==> src/shared/sleep_clk_pkg.sv <==
// constants, types and register map of the sleep and clock-stop controller
// Contract
// - sleep code 110 with crystal selected enters standby: power-down but oscillator runs
// - wake-up from standby resumes operation after six clock cycles
// - idle stops processor and flash clocks; all wake sources usable
// - noise mode keeps converter, pll, main source; deep modes wake on level/watchdog
// - a set clock-stop bit freezes the peripheral and blocks its register access
// - clearing a clock-stop bit restarts the clock, state preserved
// - clock-stop bits matter in active and idle; deeper modes stop clocks anyway (bit 0 still gates the converter clock in noise mode)
// - top bit of clock-stop register is unused and reads zero
// - bit 6 stops the CAN controller clock
// - bit 5 stops the power-stage controller clock
// - bits 4 and 3 stop timer 1 and timer 0, which resume as before
// - bit 2 stops the SPI clock
// - bit 1 stops the LIN/UART controller clock
// - comparator cannot use converter input mux while converter clock stopped
// - converter stays enabled in sleep; first conversion after re-enable is extended
// - comparator auto-disabled in deep modes; reference kept if comparator uses it
// - fuse-enabled brown-out detector stays enabled in all sleep modes
// - enabled watchdog stays enabled and running in all sleep modes
// - reference enabled only while brown-out, comparator or converter needs it
// - reference kept on is usable at once; re-enabled reference needs start-up
// - mode codes: idle 000, noise 001, power-down 010, standby 110; rest reserved
// - sleep needs enable bit then sleep instruction; wake halts four cycles past start-up
package sleep_clk_pkg;
	localparam int ADDR_W = 4;
	localparam logic [ADDR_W-1:0] OFF_CLK_STOP = 4'h0;
	localparam logic [ADDR_W-1:0] OFF_SLEEP_CTRL = 4'h4;
	localparam logic [ADDR_W-1:0] OFF_STATUS = 4'h8;
	localparam logic [ADDR_W-1:0] OFF_ANALOG = 4'hc;
	localparam int NPER = 7;
	localparam int STOP_CONV = 0;
	localparam int STOP_LIN = 1;
	localparam int STOP_SPI = 2;
	localparam int STOP_TIM0 = 3;
	localparam int STOP_TIM1 = 4;
	localparam int STOP_PSC = 5;
	localparam int STOP_CAN = 6;
	localparam logic [7:0] CLK_STOP_RESET = 8'h00;
	localparam logic [2:0] MODE_IDLE = 3'h0;
	localparam logic [2:0] MODE_NOISE = 3'h1;
	localparam logic [2:0] MODE_PDOWN = 3'h2;
	localparam logic [2:0] MODE_STANDBY = 3'h6;
	localparam int SLEEP_EN_BIT = 0;
	localparam int MODE_LSB = 1;
	localparam int AN_CONV_EN = 0;
	localparam int AN_COMP_EN = 1;
	localparam int AN_COMP_REF = 2;
	localparam logic [2:0] BOD_OFF = 3'h7;
	localparam int CNT_W = 16;
	localparam logic [CNT_W-1:0] STANDBY_WAKE_CYC = 16'h0006;
	localparam logic [CNT_W-1:0] WAKE_HALT_CYC = 16'h0004;
	typedef enum logic [1:0] {S_ACTIVE, S_SLEEP, S_WAKE} state_t;
	typedef struct packed {
		logic cpu;
		logic flash;
		logic io;
		logic conv;
		logic pll;
		logic main_src;
	} clk_dom_t;
	typedef struct packed {
		logic ext_level;
		logic ext_edge;
		logic power_stage_controller;
		logic store_ready;
		logic conv;
		logic wdt;
		logic other_io;
	} wake_t;
endpackage

==> src/verilog/sleep_clk_ctrl.sv <==
// sleep-mode clock domain control, peripheral clock stop and analog helper enables
//
// The address map and the Avalon-MM slave port were decided locally.
`timescale 1ns/1ns
module sleep_clk_ctrl #(
	parameter int STARTUP_CYC = 16,
	parameter int REF_START_CYC = 8
) (
	input wire logic i_mclk,
	input wire logic i_rst,
	input wire logic [sleep_clk_pkg::ADDR_W-1:0] i_avs_address,
	input wire logic i_avs_read,
	input wire logic i_avs_write,
	input wire logic [31:0] i_avs_writedata,
	input wire logic [3:0] i_avs_byteenable,
	output logic [31:0] o_avs_readdata,
	output logic o_avs_waitrequest,
	input wire logic i_sleep_exec,
	input wire sleep_clk_pkg::wake_t i_wake,
	input wire logic i_crystal_sel,
	input wire logic [2:0] i_bod_fuses,
	input wire logic i_wdt_en,
	input wire logic i_conv_start,
	output sleep_clk_pkg::clk_dom_t o_dom,
	output logic [sleep_clk_pkg::NPER-1:0] o_periph_clk_en,
	output logic [sleep_clk_pkg::NPER-1:0] o_periph_access_en,
	output logic o_comp_mux_allow,
	output logic o_comp_active,
	output logic o_conv_en,
	output logic o_conv_extended,
	output logic o_ref_en,
	output logic o_ref_ready,
	output logic o_bod_en,
	output logic o_wdt_run
);
	import sleep_clk_pkg::*;

	// standby without a crystal falls back to power-down (oscillator not kept)
	function automatic logic [2:0] eff_mode(input logic [2:0] m, input logic xtal);
		eff_mode = (m == MODE_STANDBY && !xtal) ? MODE_PDOWN : m;
	endfunction

	function automatic logic mode_valid(input logic [2:0] m);
		mode_valid = (m == MODE_IDLE) || (m == MODE_NOISE) ||
			(m == MODE_PDOWN) || (m == MODE_STANDBY);
	endfunction

	function automatic clk_dom_t dom_for(input state_t s, input logic [2:0] m);
		clk_dom_t d;
		d = '{default: 1'b1};
		if (s == S_SLEEP || s == S_WAKE) begin
			d.cpu = 1'b0;
			d.flash = 1'b0;
			case (m)
				MODE_IDLE: d = d;
				MODE_NOISE: d.io = 1'b0;
				MODE_STANDBY: begin
					d.io = 1'b0;
					d.conv = 1'b0;
					d.pll = 1'b0;
				end
				default: begin
					d.io = 1'b0;
					d.conv = 1'b0;
					d.pll = 1'b0;
					d.main_src = 1'b0;
				end
			endcase
		end
		dom_for = d;
	endfunction

	function automatic logic wake_hit(input logic [2:0] m, input wake_t w);
		case (m)
			MODE_IDLE: wake_hit = |w;
			MODE_NOISE: wake_hit = w.ext_level | w.power_stage_controller | w.store_ready |
				w.conv | w.wdt;
			default: wake_hit = w.ext_level | w.wdt;
		endcase
	endfunction

	// register bus group
	logic [7:0] stop_q, stop_d;
	logic [2:0] mode_q, mode_d;
	logic sleep_en_q, sleep_en_d;
	logic [2:0] analog_q, analog_d;
	logic ack_q, ack_d;
	logic [31:0] rdata_q, rdata_d;
	state_t state_q, state_d;
	logic [2:0] sleep_mode_q, sleep_mode_d;
	logic [CNT_W-1:0] cnt_q, cnt_d;
	logic ext_q, ext_d;
	logic [CNT_W-1:0] ref_cnt_q, ref_cnt_d;
	logic ref_ready_q, ref_ready_d;
	logic ref_en_q, ref_en_d;
	logic req;

	assign req = (i_avs_read | i_avs_write) & !ack_q;

	always_comb begin
		stop_d = stop_q;
		mode_d = mode_q;
		sleep_en_d = sleep_en_q;
		analog_d = analog_q;
		rdata_d = rdata_q;
		ack_d = req;
		// write lands on the edge where the master sees waitrequest low
		if (ack_q && i_avs_write && i_avs_byteenable[0]) begin
			case (i_avs_address)
				// bit 7 never stored, so it reads zero
				OFF_CLK_STOP: stop_d = {1'b0, i_avs_writedata[6:0]};
				OFF_SLEEP_CTRL: begin
					mode_d = i_avs_writedata[MODE_LSB+2:MODE_LSB];
					sleep_en_d = i_avs_writedata[SLEEP_EN_BIT];
				end
				OFF_ANALOG: analog_d = i_avs_writedata[2:0];
				default: stop_d = stop_q;
			endcase
		end
		if (req && i_avs_read) begin
			case (i_avs_address)
				OFF_CLK_STOP: rdata_d = {24'h000000, stop_q};
				OFF_SLEEP_CTRL: rdata_d = {28'h0000000, mode_q, sleep_en_q};
				OFF_STATUS: rdata_d = {26'h0, ext_q, ref_ready_q, ref_en_q,
					sleep_mode_q == MODE_STANDBY, state_q};
				OFF_ANALOG: rdata_d = {29'h0, analog_q};
				default: rdata_d = 32'h00000000;
			endcase
		end
	end

	always_ff @(posedge i_mclk) begin
		if (i_rst) begin
			stop_q <= CLK_STOP_RESET;
			mode_q <= MODE_IDLE;
			sleep_en_q <= 1'b0;
			analog_q <= 3'h0;
			ack_q <= 1'b0;
			o_avs_waitrequest <= 1'b1;
			rdata_q <= 32'h00000000;
		end else begin
			stop_q <= stop_d;
			mode_q <= mode_d;
			sleep_en_q <= sleep_en_d;
			analog_q <= analog_d;
			ack_q <= ack_d;
			o_avs_waitrequest <= !ack_d;
			rdata_q <= rdata_d;
		end
	end

	assign o_avs_readdata = rdata_q;

	// sleep sequencer group
	always_comb begin
		state_d = state_q;
		sleep_mode_d = sleep_mode_q;
		cnt_d = cnt_q;
		case (state_q)
			S_ACTIVE: begin
				// reserved codes leave the core running
				if (i_sleep_exec && sleep_en_q && mode_valid(mode_q)) begin
					state_d = S_SLEEP;
					sleep_mode_d = eff_mode(mode_q, i_crystal_sel);
				end
			end
			S_SLEEP: begin
				if (wake_hit(sleep_mode_q, i_wake)) begin
					state_d = S_WAKE;
					if (sleep_mode_q == MODE_STANDBY) begin
						cnt_d = STANDBY_WAKE_CYC - 16'h0001;
					end else if (sleep_mode_q == MODE_PDOWN) begin
						cnt_d = CNT_W'(STARTUP_CYC) + WAKE_HALT_CYC - 16'h0001;
					end else begin
						cnt_d = WAKE_HALT_CYC - 16'h0001;
					end
				end
			end
			S_WAKE: begin
				if (cnt_q == '0) begin
					state_d = S_ACTIVE;
				end else begin
					cnt_d = cnt_q - 16'h0001;
				end
			end
			default: state_d = S_ACTIVE;
		endcase
	end

	always_ff @(posedge i_mclk) begin
		if (i_rst) begin
			state_q <= S_ACTIVE;
			sleep_mode_q <= MODE_IDLE;
			cnt_q <= '0;
		end else begin
			state_q <= state_d;
			sleep_mode_q <= sleep_mode_d;
			cnt_q <= cnt_d;
		end
	end

	// analog helper group
	clk_dom_t dom_d;
	logic [NPER-1:0] pclk_d;
	logic deep_d, comp_act_d, ref_need;

	assign dom_d = dom_for(state_d, sleep_mode_d);
	assign deep_d = (state_d != S_ACTIVE) && (sleep_mode_d != MODE_IDLE) &&
		(sleep_mode_d != MODE_NOISE);
	assign comp_act_d = analog_q[AN_COMP_EN] && !deep_d;
	// comparator on the reference holds it on even in deep sleep
	assign ref_need = (i_bod_fuses != BOD_OFF) || analog_q[AN_CONV_EN] ||
		(analog_q[AN_COMP_EN] && (comp_act_d || analog_q[AN_COMP_REF]));

	// gating leaves peripheral state untouched, so clearing a bit resumes it
	generate
		for (genvar g = 0; g < NPER; g++) begin : g_pclk
			if (g == STOP_CONV) begin : g_conv
				assign pclk_d[g] = !stop_d[g] && dom_d.conv;
			end else begin : g_io
				assign pclk_d[g] = !stop_d[g] && dom_d.io;
			end
		end
	endgenerate

	always_comb begin
		ext_d = ext_q;
		ref_cnt_d = ref_cnt_q;
		ref_ready_d = ref_ready_q;
		ref_en_d = ref_need;
		if (i_conv_start) begin
			ext_d = 1'b0;
		end
		if (analog_q[AN_CONV_EN] && !analog_d[AN_CONV_EN]) begin
			ext_d = 1'b1;
		end
		// sleep does not touch the counter: a reference kept on stays ready
		if (!ref_need) begin
			ref_cnt_d = '0;
			ref_ready_d = 1'b0;
		end else if (!ref_ready_q) begin
			if (ref_cnt_q == CNT_W'(REF_START_CYC - 1)) begin
				ref_ready_d = 1'b1;
			end else begin
				ref_cnt_d = ref_cnt_q + 16'h0001;
			end
		end
	end

	// enables change at the rising edge; the latch-based gate cell only
	// follows them while its clock is low, so no gated clock can glitch
	always_ff @(posedge i_mclk) begin
		if (i_rst) begin
			ext_q <= 1'b0;
			ref_cnt_q <= '0;
			ref_ready_q <= 1'b0;
			ref_en_q <= 1'b0;
			o_dom <= '{default: 1'b1};
			o_periph_clk_en <= '0;
			o_periph_access_en <= '0;
			o_comp_mux_allow <= 1'b0;
			o_comp_active <= 1'b0;
			o_conv_en <= 1'b0;
			o_bod_en <= 1'b0;
			o_wdt_run <= 1'b0;
		end else begin
			ext_q <= ext_d;
			ref_cnt_q <= ref_cnt_d;
			ref_ready_q <= ref_ready_d;
			ref_en_q <= ref_en_d;
			o_dom <= dom_d;
			o_periph_clk_en <= pclk_d;
			o_periph_access_en <= ~stop_d[NPER-1:0];
			o_comp_mux_allow <= !stop_d[STOP_CONV] && dom_d.conv;
			o_comp_active <= comp_act_d;
			o_conv_en <= analog_d[AN_CONV_EN];
			o_bod_en <= i_bod_fuses != BOD_OFF;
			o_wdt_run <= i_wdt_en;
		end
	end

	assign o_conv_extended = ext_q;
	assign o_ref_en = ref_en_q;
	assign o_ref_ready = ref_ready_q;
endmodule

==> config.mk <==
export PLATFORM = sky130hd
export DESIGN_NAME = sleep_clk_ctrl
export DESIGN_NICKNAME = d
export VERILOG_FILES = /design/src/shared/sleep_clk_pkg.sv /design/src/verilog/sleep_clk_ctrl.sv
export SDC_FILE = /design/constraint.sdc
export NUM_CORES = 1
export LEC_CHECK = 0
export BUFFER_PORTS_ARGS = -buffer_cell sky130_fd_sc_hd__buf_2
export CAP_MARGIN = 20
export CORE_MARGIN = 2
export CORE_UTILIZATION = 40
export CTS_BUF_LIST = sky130_fd_sc_hd__clkbuf_4 sky130_fd_sc_hd__clkbuf_8
export CTS_CLUSTER_DIAMETER = 60
export DETAILED_ROUTE_END_ITERATION = 6
export MAX_ROUTING_LAYER = met4
export PLACE_DENSITY = 0.63
export SYNTH_ARGS = -nofsm -noshare
export SYNTH_HDL_FRONTEND = slang
export SYNTH_SLANG_ARGS = --single-unit
==> constraint.sdc <==
create_clock -name i_mclk -period 3.1 [get_ports i_mclk]
set_clock_uncertainty 0.05 [all_clocks]
set_input_delay 0 -clock i_mclk [delete_from_list [all_inputs] [get_ports i_mclk]]
set_output_delay 0 -clock i_mclk [all_outputs]
set_load 0.05 [all_outputs]
### After elaboration in Yosys (flattened, before gate mapping)

Index checks and enable logic that the tools add are counted.

| word-level totals | value |
|---|---|
| register bits | 112 |
| input bits | 58 |
| logic and storage cells | 144 |

| operators by class | value |
|---|---|
| add/subtract/negate cells | 2 |
| eq/ne operators | 20 |
| multiplexer cells | 27 |
| bitwise operators | 12 |
| reductions and logical operators | 56 |

Operator list:

| cell | count |
|---|---|
| 16-bit 2-to-1 mux | 2 |
| 16-bit case mux with 2 select lines | 1 |
| 7-bit case mux with 4 select lines | 1 |
| 1-bit logical AND | 18 |
| 16-bit by 1-bit adder with 16-bit output, second input constant | 1 |
| 16-bit by 3-bit equality test with 1-bit output, second input constant | 1 |
| 16-bit logical NOT | 1 |
| 16-bit by 1-bit subtractor with 16-bit output, second input constant | 1 |
| 7-bit 2-to-1 mux | 2 |
| 1-bit logical NOT | 12 |
| 5-bit 2-to-1 mux | 2 |
| 3-bit by 1-bit equality test with 1-bit output, second input constant | 3 |
| 3-bit equality test, second input constant | 3 |
| 3-bit logical NOT | 3 |
| 1-bit 2-to-1 mux | 9 |
| 3-bit 2-to-1 mux | 3 |
| 4-bit equality test, second input constant | 2 |
| 2-bit 2-to-1 mux | 4 |
| 1-bit logical OR | 7 |
| 7-bit NOT | 1 |
| 7-bit OR reduction | 1 |
| 3-bit by 2-bit equality test with 1-bit output, second input constant | 2 |
| 6-bit 2-to-1 mux | 1 |
| 1-bit bitwise OR | 6 |
| other kinds (18) | 30 |

### Logic depth before layout (Yosys ltp)

| logic depth | value |
|---|---|
| depth after elaboration | 18 |
| gate-level depth with buffers | 13 |
| gate-level depth less buffers | 12 |

### Worst setup path before layout

No wires, ideal clock.

| timing path | value |
|---|---|
| path kind | reg-to-reg |
| start | reg state_q[0] |
| end | reg ref_ready_q, in the netlist o_ref_ready |
| library setup time | 133 ps |
| arrival time | 2487 ps |
| path slack | 429 ps |
| cell stages (with the launch flop) | 14 |
| cell sequence | dfxtp_1 > inv_1 > ha_1 > nor4b_1 > and4_1 > nor2_1 > a311oi_1 > or3_1 > ha_1 > nor3_1 > o21ai_1 > nand2_1 > buf_2 > nor2_1 |

| on the way | value |
|---|---|
| word-level cells in the longest chain between the ends | 12 |

RTL lines:

| item | RTL line | text |
|---|---|---|
| start, declared | sleep_clk_ctrl.sv:89 | `state_t state_q, state_d;` |
| start signal, assigned | sleep_clk_ctrl.sv:196 | `state_q <= state_d;` |
| 2-bit equality test, or another cell as far along | sleep_clk_ctrl.sv:159 | `case (state_q)` |
| 2-bit case mux with 3 select lines / 3-bit 2-to-1 mux (equally long branches) | sleep_clk_ctrl.sv:159 |  |
| 2-bit nonzero test / 3-bit nonzero test (equally long branches) | sleep_clk_ctrl.sv:208 | `assign deep_d = (state_d != S_ACTIVE) && (sleep_mode_d != MODE_IDLE) &&` |
| 1-bit logical AND | sleep_clk_ctrl.sv:208 |  |
| 1-bit logical AND (*) | sleep_clk_ctrl.sv:208 |  |
| 1-bit logical NOT (*) | sleep_clk_ctrl.sv:210 | `assign comp_act_d = analog_q[AN_COMP_EN] && !deep_d;` |
| 1-bit logical AND (*) | sleep_clk_ctrl.sv:210 |  |
| 1-bit logical OR (*) | sleep_clk_ctrl.sv:213 | `(analog_q[AN_COMP_EN] && (comp_act_d \|\| analog_q[AN_COMP_REF]));` |
| 1-bit logical AND (*) | sleep_clk_ctrl.sv:213 |  |
| 1-bit logical OR (*) | sleep_clk_ctrl.sv:212 | `assign ref_need = (i_bod_fuses != BOD_OFF) \|\| analog_q[AN_CONV_EN] \|\|` |
| 1-bit NOT (no source line) (*) | - |  |
| 2-bit OR reduction (no source line) (*) | - |  |
| end signal, assigned | sleep_clk_ctrl.sv:269 | `ref_ready_q <= ref_ready_d;` |
| end, declared | sleep_clk_ctrl.sv:94 | `logic ref_ready_q, ref_ready_d;` |

Every way passes the cells marked *; elsewhere a longest branch is shown, timed or not.
A chain may end at the register's enable or synchronous reset.

### Worst setup path in the final report

| timing path | value |
|---|---|
| start | reg cnt_q[0] |
| end | reg o_dom[0] (netlist name) |

| on the way | value |
|---|---|
| word-level cells in the longest chain between the ends | 7 |

RTL lines:

| item | RTL line | text |
|---|---|---|
| start, declared | sleep_clk_ctrl.sv:91 | `logic [CNT_W-1:0] cnt_q, cnt_d;` |
| start signal, assigned | sleep_clk_ctrl.sv:198 | `cnt_q <= cnt_d;` |
| 16-bit logical NOT (*) | sleep_clk_ctrl.sv:180 | `if (cnt_q == '0) begin` |
| 2-bit 2-to-1 mux (*) | sleep_clk_ctrl.sv:180 |  |
| 2-bit case mux with 3 select lines (*) | sleep_clk_ctrl.sv:159 |  |
| 2-bit by 1-bit equality test with 1-bit output / 2-bit equality test (equally long branches) | sleep_clk_ctrl.sv:51 | `if (s == S_SLEEP \|\| s == S_WAKE) begin` |
| 1-bit logical OR (*) | sleep_clk_ctrl.sv:51 |  |
| 1-bit NOT (no source line) (*) | - |  |
| 2-bit OR reduction (no source line) (*) | - |  |
| end signal, assigned | sleep_clk_ctrl.sv:271 | `o_dom <= dom_d;` |
| end, declared | sleep_clk_ctrl.sv:24 | `output sleep_clk_pkg::clk_dom_t o_dom,` |

Marks and branches as above.

==> out/summary.log <==
INFO  layout         final_layout_size_suffix_gt1_share=19.5%
INFO  timing         rsz0062_at_grt=yes
INFO  critical_path  critical_path_class=reg -> reg
INFO  timing         fmax=0.346GHz
INFO  layout         multi_input_area=2160µm²
INFO  floorplan      boundaryPins=119
INFO  route          avgRoutedWirePerCell=13.4µm
INFO  route          routed_via_density=5.09
INFO  synth          synth_top_flop_cell=sky130_fd_sc_hd__dfxtp_1
INFO  clocking       tritoncts=built
INFO  global_route   first_pass_grt_wire_length=14900µm
INFO  place          preCtsSetupSlack=234ps
INFO  critical_path  worst_ep_required_time=3260ps
INFO  clocking       htree_num_levels=3
INFO  layout         sequential_area=1700µm²
INFO  floorplan      die_w=105µm
INFO  timing         timing.final.max_slew_violations=0
INFO  pwr            irDropWorstVdd=0.234mV
INFO  timing         setup_viol=0
INFO  critical_path  critical_path_peak_fanout=6
INFO  floorplan      core_area=9820µm²
INFO  run            max-cap-violations=0
INFO  hold_path      timing.hold.worst.class=in -> reg
INFO  floorplan      fp-row-count=36
INFO  synth          synthDominantCellAreaShare=41.7%
INFO  clocking       cts_root_buf=sky130_fd_sc_hd__clkbuf_8
INFO  layout         count_of_filler_cells_inserted_in_the_layout=973
INFO  global_route   overall_global_routing_resource_usage=16.8%
INFO  synth          asyncSetResetFlopFracSynth=0%
INFO  route          drt.antenna.violating_nets=0
INFO  critical_path  worstReg2RegStart=cnt_q[0]
INFO  global_route   number_of_antenna_violations_at_the_first_check_in_global_routing=0
INFO  synth          synth.area.top_cells=sky130_fd_sc_hd__dfxtp_1, sky130_fd_sc_hd__nor2_1, sky130_fd_sc_hd__mux2i_1
INFO  floorplan      fp.dieArea=11000µm²
INFO  timing         final.period_utilization=93.2%
INFO  synth          postSynthRegisterBits=85
INFO  route          initialDrtViolationCount=112
INFO  clocking       clkSlewWorstSetupHoldPaths=90ps
INFO  synth          post_synth_instance_area=4080µm²
INFO  clocking       post_cts.resized_instances=0
INFO  layout         post_route_core_utilization=48.9%
INFO  route          drt-total-wl=8820µm
INFO  pwr            power_leakage=1.96nW
INFO  hold_path      hold_start=i_crystal_sel
INFO  critical_path  critical_path_arrival=3050ps
INFO  synth          synthesis.instances=440
INFO  synth          synth.yosys.seq_area_share=41.7%
INFO  critical_path  critPathLaunch=cnt_q[0]
INFO  timing         timing.max_slew.rel_slack=61.1%
INFO  place          gpl_congestion=0.819
INFO  synth          yosys.area.top_type=sky130_fd_sc_hd__dfxtp_1
INFO  global_route   largest_net_degree_at_the_start_of_global_routing=41
INFO  pwr            power_density=458nW/µm²
INFO  place          io_buffer_count=65
INFO  floorplan      starting_density_of_the_core=41.5%
INFO  timing         tightestPinTransition=579ps
INFO  clocking       clk_latency=340ps
INFO  synth          avg_synthesized_cell_area=9.27µm²
INFO  global_route   number_of_global_route_vias_before_repair=3222
INFO  critical_path  endpoint_kind=flop
INFO  timing         period_minus_slack=2890ps
INFO  route          first_pass_iters=4
INFO  floorplan      dieHeight=105µm
INFO  timing         hold_viol_final=0
INFO  synth          synth_edf_count=0
INFO  route          detail_route.drc_violations=0
INFO  clocking       cts_sinks=85
INFO  global_route   globalRouteOverflowTotal=0
INFO  layout         area_delta_synth_final=17.6%
INFO  critical_path  setup.worst_path.start_class=flop
INFO  synth          yosys_warnings=0
INFO  route          routed-via-count=3341
INFO  place          place.detailed.hpwl=6440µm
INFO  clocking       numCtsBuffers=9
INFO  synth          post_synth_num_cell_types=66
INFO  layout         final_area=4800µm²
INFO  timing         timing.final.ws_setup=211ps
INFO  layout         layout.nets=584
INFO  clocking       cts_max_path_bufs=2
INFO  layout         antennaDiodeCount=0
INFO  run_status     run_status=complete, no violations
INFO  place          place_area=4440µm²
[state kept, by name (all words and copies together) (netlist names), 2 cells and up]
name / count
o_periph_clk_en: 7
analog_q: 3
cnt_q: 16
sleep_mode_q: 3
o_periph_access_en: 7
ref_cnt_q: 16
o_avs_readdata: 7
mode_q: 3
o_dom: 5
stop_q: 7
state_q: 2
[layout make-up]
type	instances	share of cell area [%]
Clock buffer	10	2.87
Clock inverter	6	1.62
Inverter	12	0.939
Multi-Input combinational cell	328	45.0
Sequential cell	85	35.5
Tap cell	133	3.47
Timing Repair Buffer	83	10.6
[synth_stat cells, types with 2 or more instances]
master	number
sky130_fd_sc_hd__a21oi_1	23
sky130_fd_sc_hd__a22oi_1	4
sky130_fd_sc_hd__a311oi_1	2
sky130_fd_sc_hd__and2_1	17
sky130_fd_sc_hd__and3_1	5
sky130_fd_sc_hd__and4_1	5
sky130_fd_sc_hd__and4b_1	3
sky130_fd_sc_hd__buf_2	4
sky130_fd_sc_hd__buf_4	27
sky130_fd_sc_hd__clkbuf_1	6
sky130_fd_sc_hd__dfxtp_1	85
sky130_fd_sc_hd__ha_1	7
sky130_fd_sc_hd__inv_1	12
sky130_fd_sc_hd__mux2i_1	22
sky130_fd_sc_hd__mux4_2	3
sky130_fd_sc_hd__nand2_1	21
sky130_fd_sc_hd__nand2b_1	6
sky130_fd_sc_hd__nand3_1	8
sky130_fd_sc_hd__nand3b_1	2
sky130_fd_sc_hd__nand4_1	8
sky130_fd_sc_hd__nand4b_1	2
sky130_fd_sc_hd__nor2_1	60
sky130_fd_sc_hd__nor2b_1	3
sky130_fd_sc_hd__nor3_1	8
sky130_fd_sc_hd__nor3b_1	2
sky130_fd_sc_hd__nor4_1	10
sky130_fd_sc_hd__nor4b_1	2
sky130_fd_sc_hd__nor4b_2	2
sky130_fd_sc_hd__o211ai_1	3
sky130_fd_sc_hd__o21a_1	2
sky130_fd_sc_hd__o21ai_0	7
sky130_fd_sc_hd__o21ai_1	8
sky130_fd_sc_hd__o31a_1	2
sky130_fd_sc_hd__o31ai_1	3
sky130_fd_sc_hd__or2_1	2
sky130_fd_sc_hd__or2_2	3
sky130_fd_sc_hd__or3_1	5
sky130_fd_sc_hd__or4_1	5
sky130_fd_sc_hd__xnor2_1	6
sky130_fd_sc_hd__xor2_1	9
[power breakdown]
| part | switching, mW | internal (mW) | leakage [nW] |
|---|---|---|---|
| Sequential | 0.00813 | 1.11 | 0.692 |
| Clock | 0.422 | 0.410 | 0.107 |
| Combinational | 0.183 | 0.0623 | 1.16 |
[critical path, cell delays in order (launching register included)]
cell,delay [ps]
sky130_fd_sc_hd__dfxtp_1,430
sky130_fd_sc_hd__inv_1,70
sky130_fd_sc_hd__ha_1,250
sky130_fd_sc_hd__nor4b_2,190
sky130_fd_sc_hd__and4_1,250
sky130_fd_sc_hd__nor2_1,210
sky130_fd_sc_hd__a311oi_1,100
sky130_fd_sc_hd__or3_1,390
sky130_fd_sc_hd__ha_1,370
sky130_fd_sc_hd__nor2b_1,310
sky130_fd_sc_hd__o211ai_1,130
[worst paths after layout]
check	endpoint	slack, ps	cells past startpoint
worst min register to register	cnt_q[13]	440	2
worst max-delay path	o_dom[0]	210	10
worst min-delay path	sleep_mode_q[2]	10	4
worst max register to register	o_dom[0]	210	10
[layer usage]
| layer | share of wire [%] | track usage (%) | up-vias |
|---|---|---|---|
| met4 | 1.3 | 5.24 | 0 |
| met5 | 0 | - | - |
| met2 | 48 | 28.0 | 91 |
| met3 | 5.0 | 2.68 | 12 |
| met1 | 46 | 20.8 | 1552 |
| li1 | - | - | 1686 |
[timing repair]
item / CTS / global route
hold endpoints to repair: 27 / 0
hold buffers: 14 / 0
setup endpoints to repair: 0 / 6
buffers inserted: 0 / 0
[placed cells by master (no fill, tap or decap), types with 3 or more instances in the layout]
cell type	netlist	final
sky130_fd_sc_hd__inv_1	12	12
sky130_fd_sc_hd__or2_2	3	3
sky130_fd_sc_hd__a21oi_1	23	23
sky130_fd_sc_hd__o21ai_0	7	7
sky130_fd_sc_hd__o211ai_1	3	3
sky130_fd_sc_hd__xnor2_1	6	6
sky130_fd_sc_hd__or3_1	5	5
sky130_fd_sc_hd__dlygate4sd3_1	0	14
sky130_fd_sc_hd__a22oi_1	4	4
sky130_fd_sc_hd__conb_1	1	25
sky130_fd_sc_hd__o21ai_1	8	8
sky130_fd_sc_hd__and2_1	17	17
sky130_fd_sc_hd__clkbuf_8	0	10
sky130_fd_sc_hd__nor2b_1	3	3
sky130_fd_sc_hd__nand2b_1	6	6
sky130_fd_sc_hd__nand4_1	8	8
sky130_fd_sc_hd__dfxtp_1	85	85
sky130_fd_sc_hd__or4_1	5	5
sky130_fd_sc_hd__nand3_1	8	8
sky130_fd_sc_hd__and3_1	5	5
sky130_fd_sc_hd__mux2i_1	22	22
sky130_fd_sc_hd__mux4_2	3	3
sky130_fd_sc_hd__and4_1	5	5
sky130_fd_sc_hd__nand2_1	21	21
sky130_fd_sc_hd__and4b_1	3	3
sky130_fd_sc_hd__ha_1	7	7
sky130_fd_sc_hd__nor4_1	10	10
sky130_fd_sc_hd__nor3_1	8	8
sky130_fd_sc_hd__nor2_1	60	60
sky130_fd_sc_hd__buf_4	27	3
sky130_fd_sc_hd__o31ai_1	3	3
sky130_fd_sc_hd__buf_2	4	65
sky130_fd_sc_hd__xor2_1	9	9
[cells by family after synthesis]
kind of cell             after synthesis  share of synthesized area (%)
XOR/XNOR                              15                           3.22
adder cells (fa/ha/maj)                7                           2.15
flip-flops                            85                           41.7
AO/OA/AOI/OAI                         72                           13.4
multiplexers                          26                           7.33
AND/OR/NAND/NOR                      183                           24.6
buffers and inverters                 51                           7.49
other                                  1                         0.0920
[per-stage QoR]
| step | hold WS (ps) | power, mW | cells | setup TNS (ps) |
|---|---|---|---|---|
| global route | 74.1 | 2.29 | 657 | -64.1 |
| finish | 10.9 | 2.19 | 657 | 0 |
| CTS | 0.144 | 2.22 | 657 | 0 |
| detailed placement | 171 | 1.38 | 627 | 0 |
| floorplan | 57.9 | 1.34 | 464 | 0 |
| global placement | 165 | 1.37 | 627 | 0 |
No activity file was read; power rests on OpenSTA's default activity.
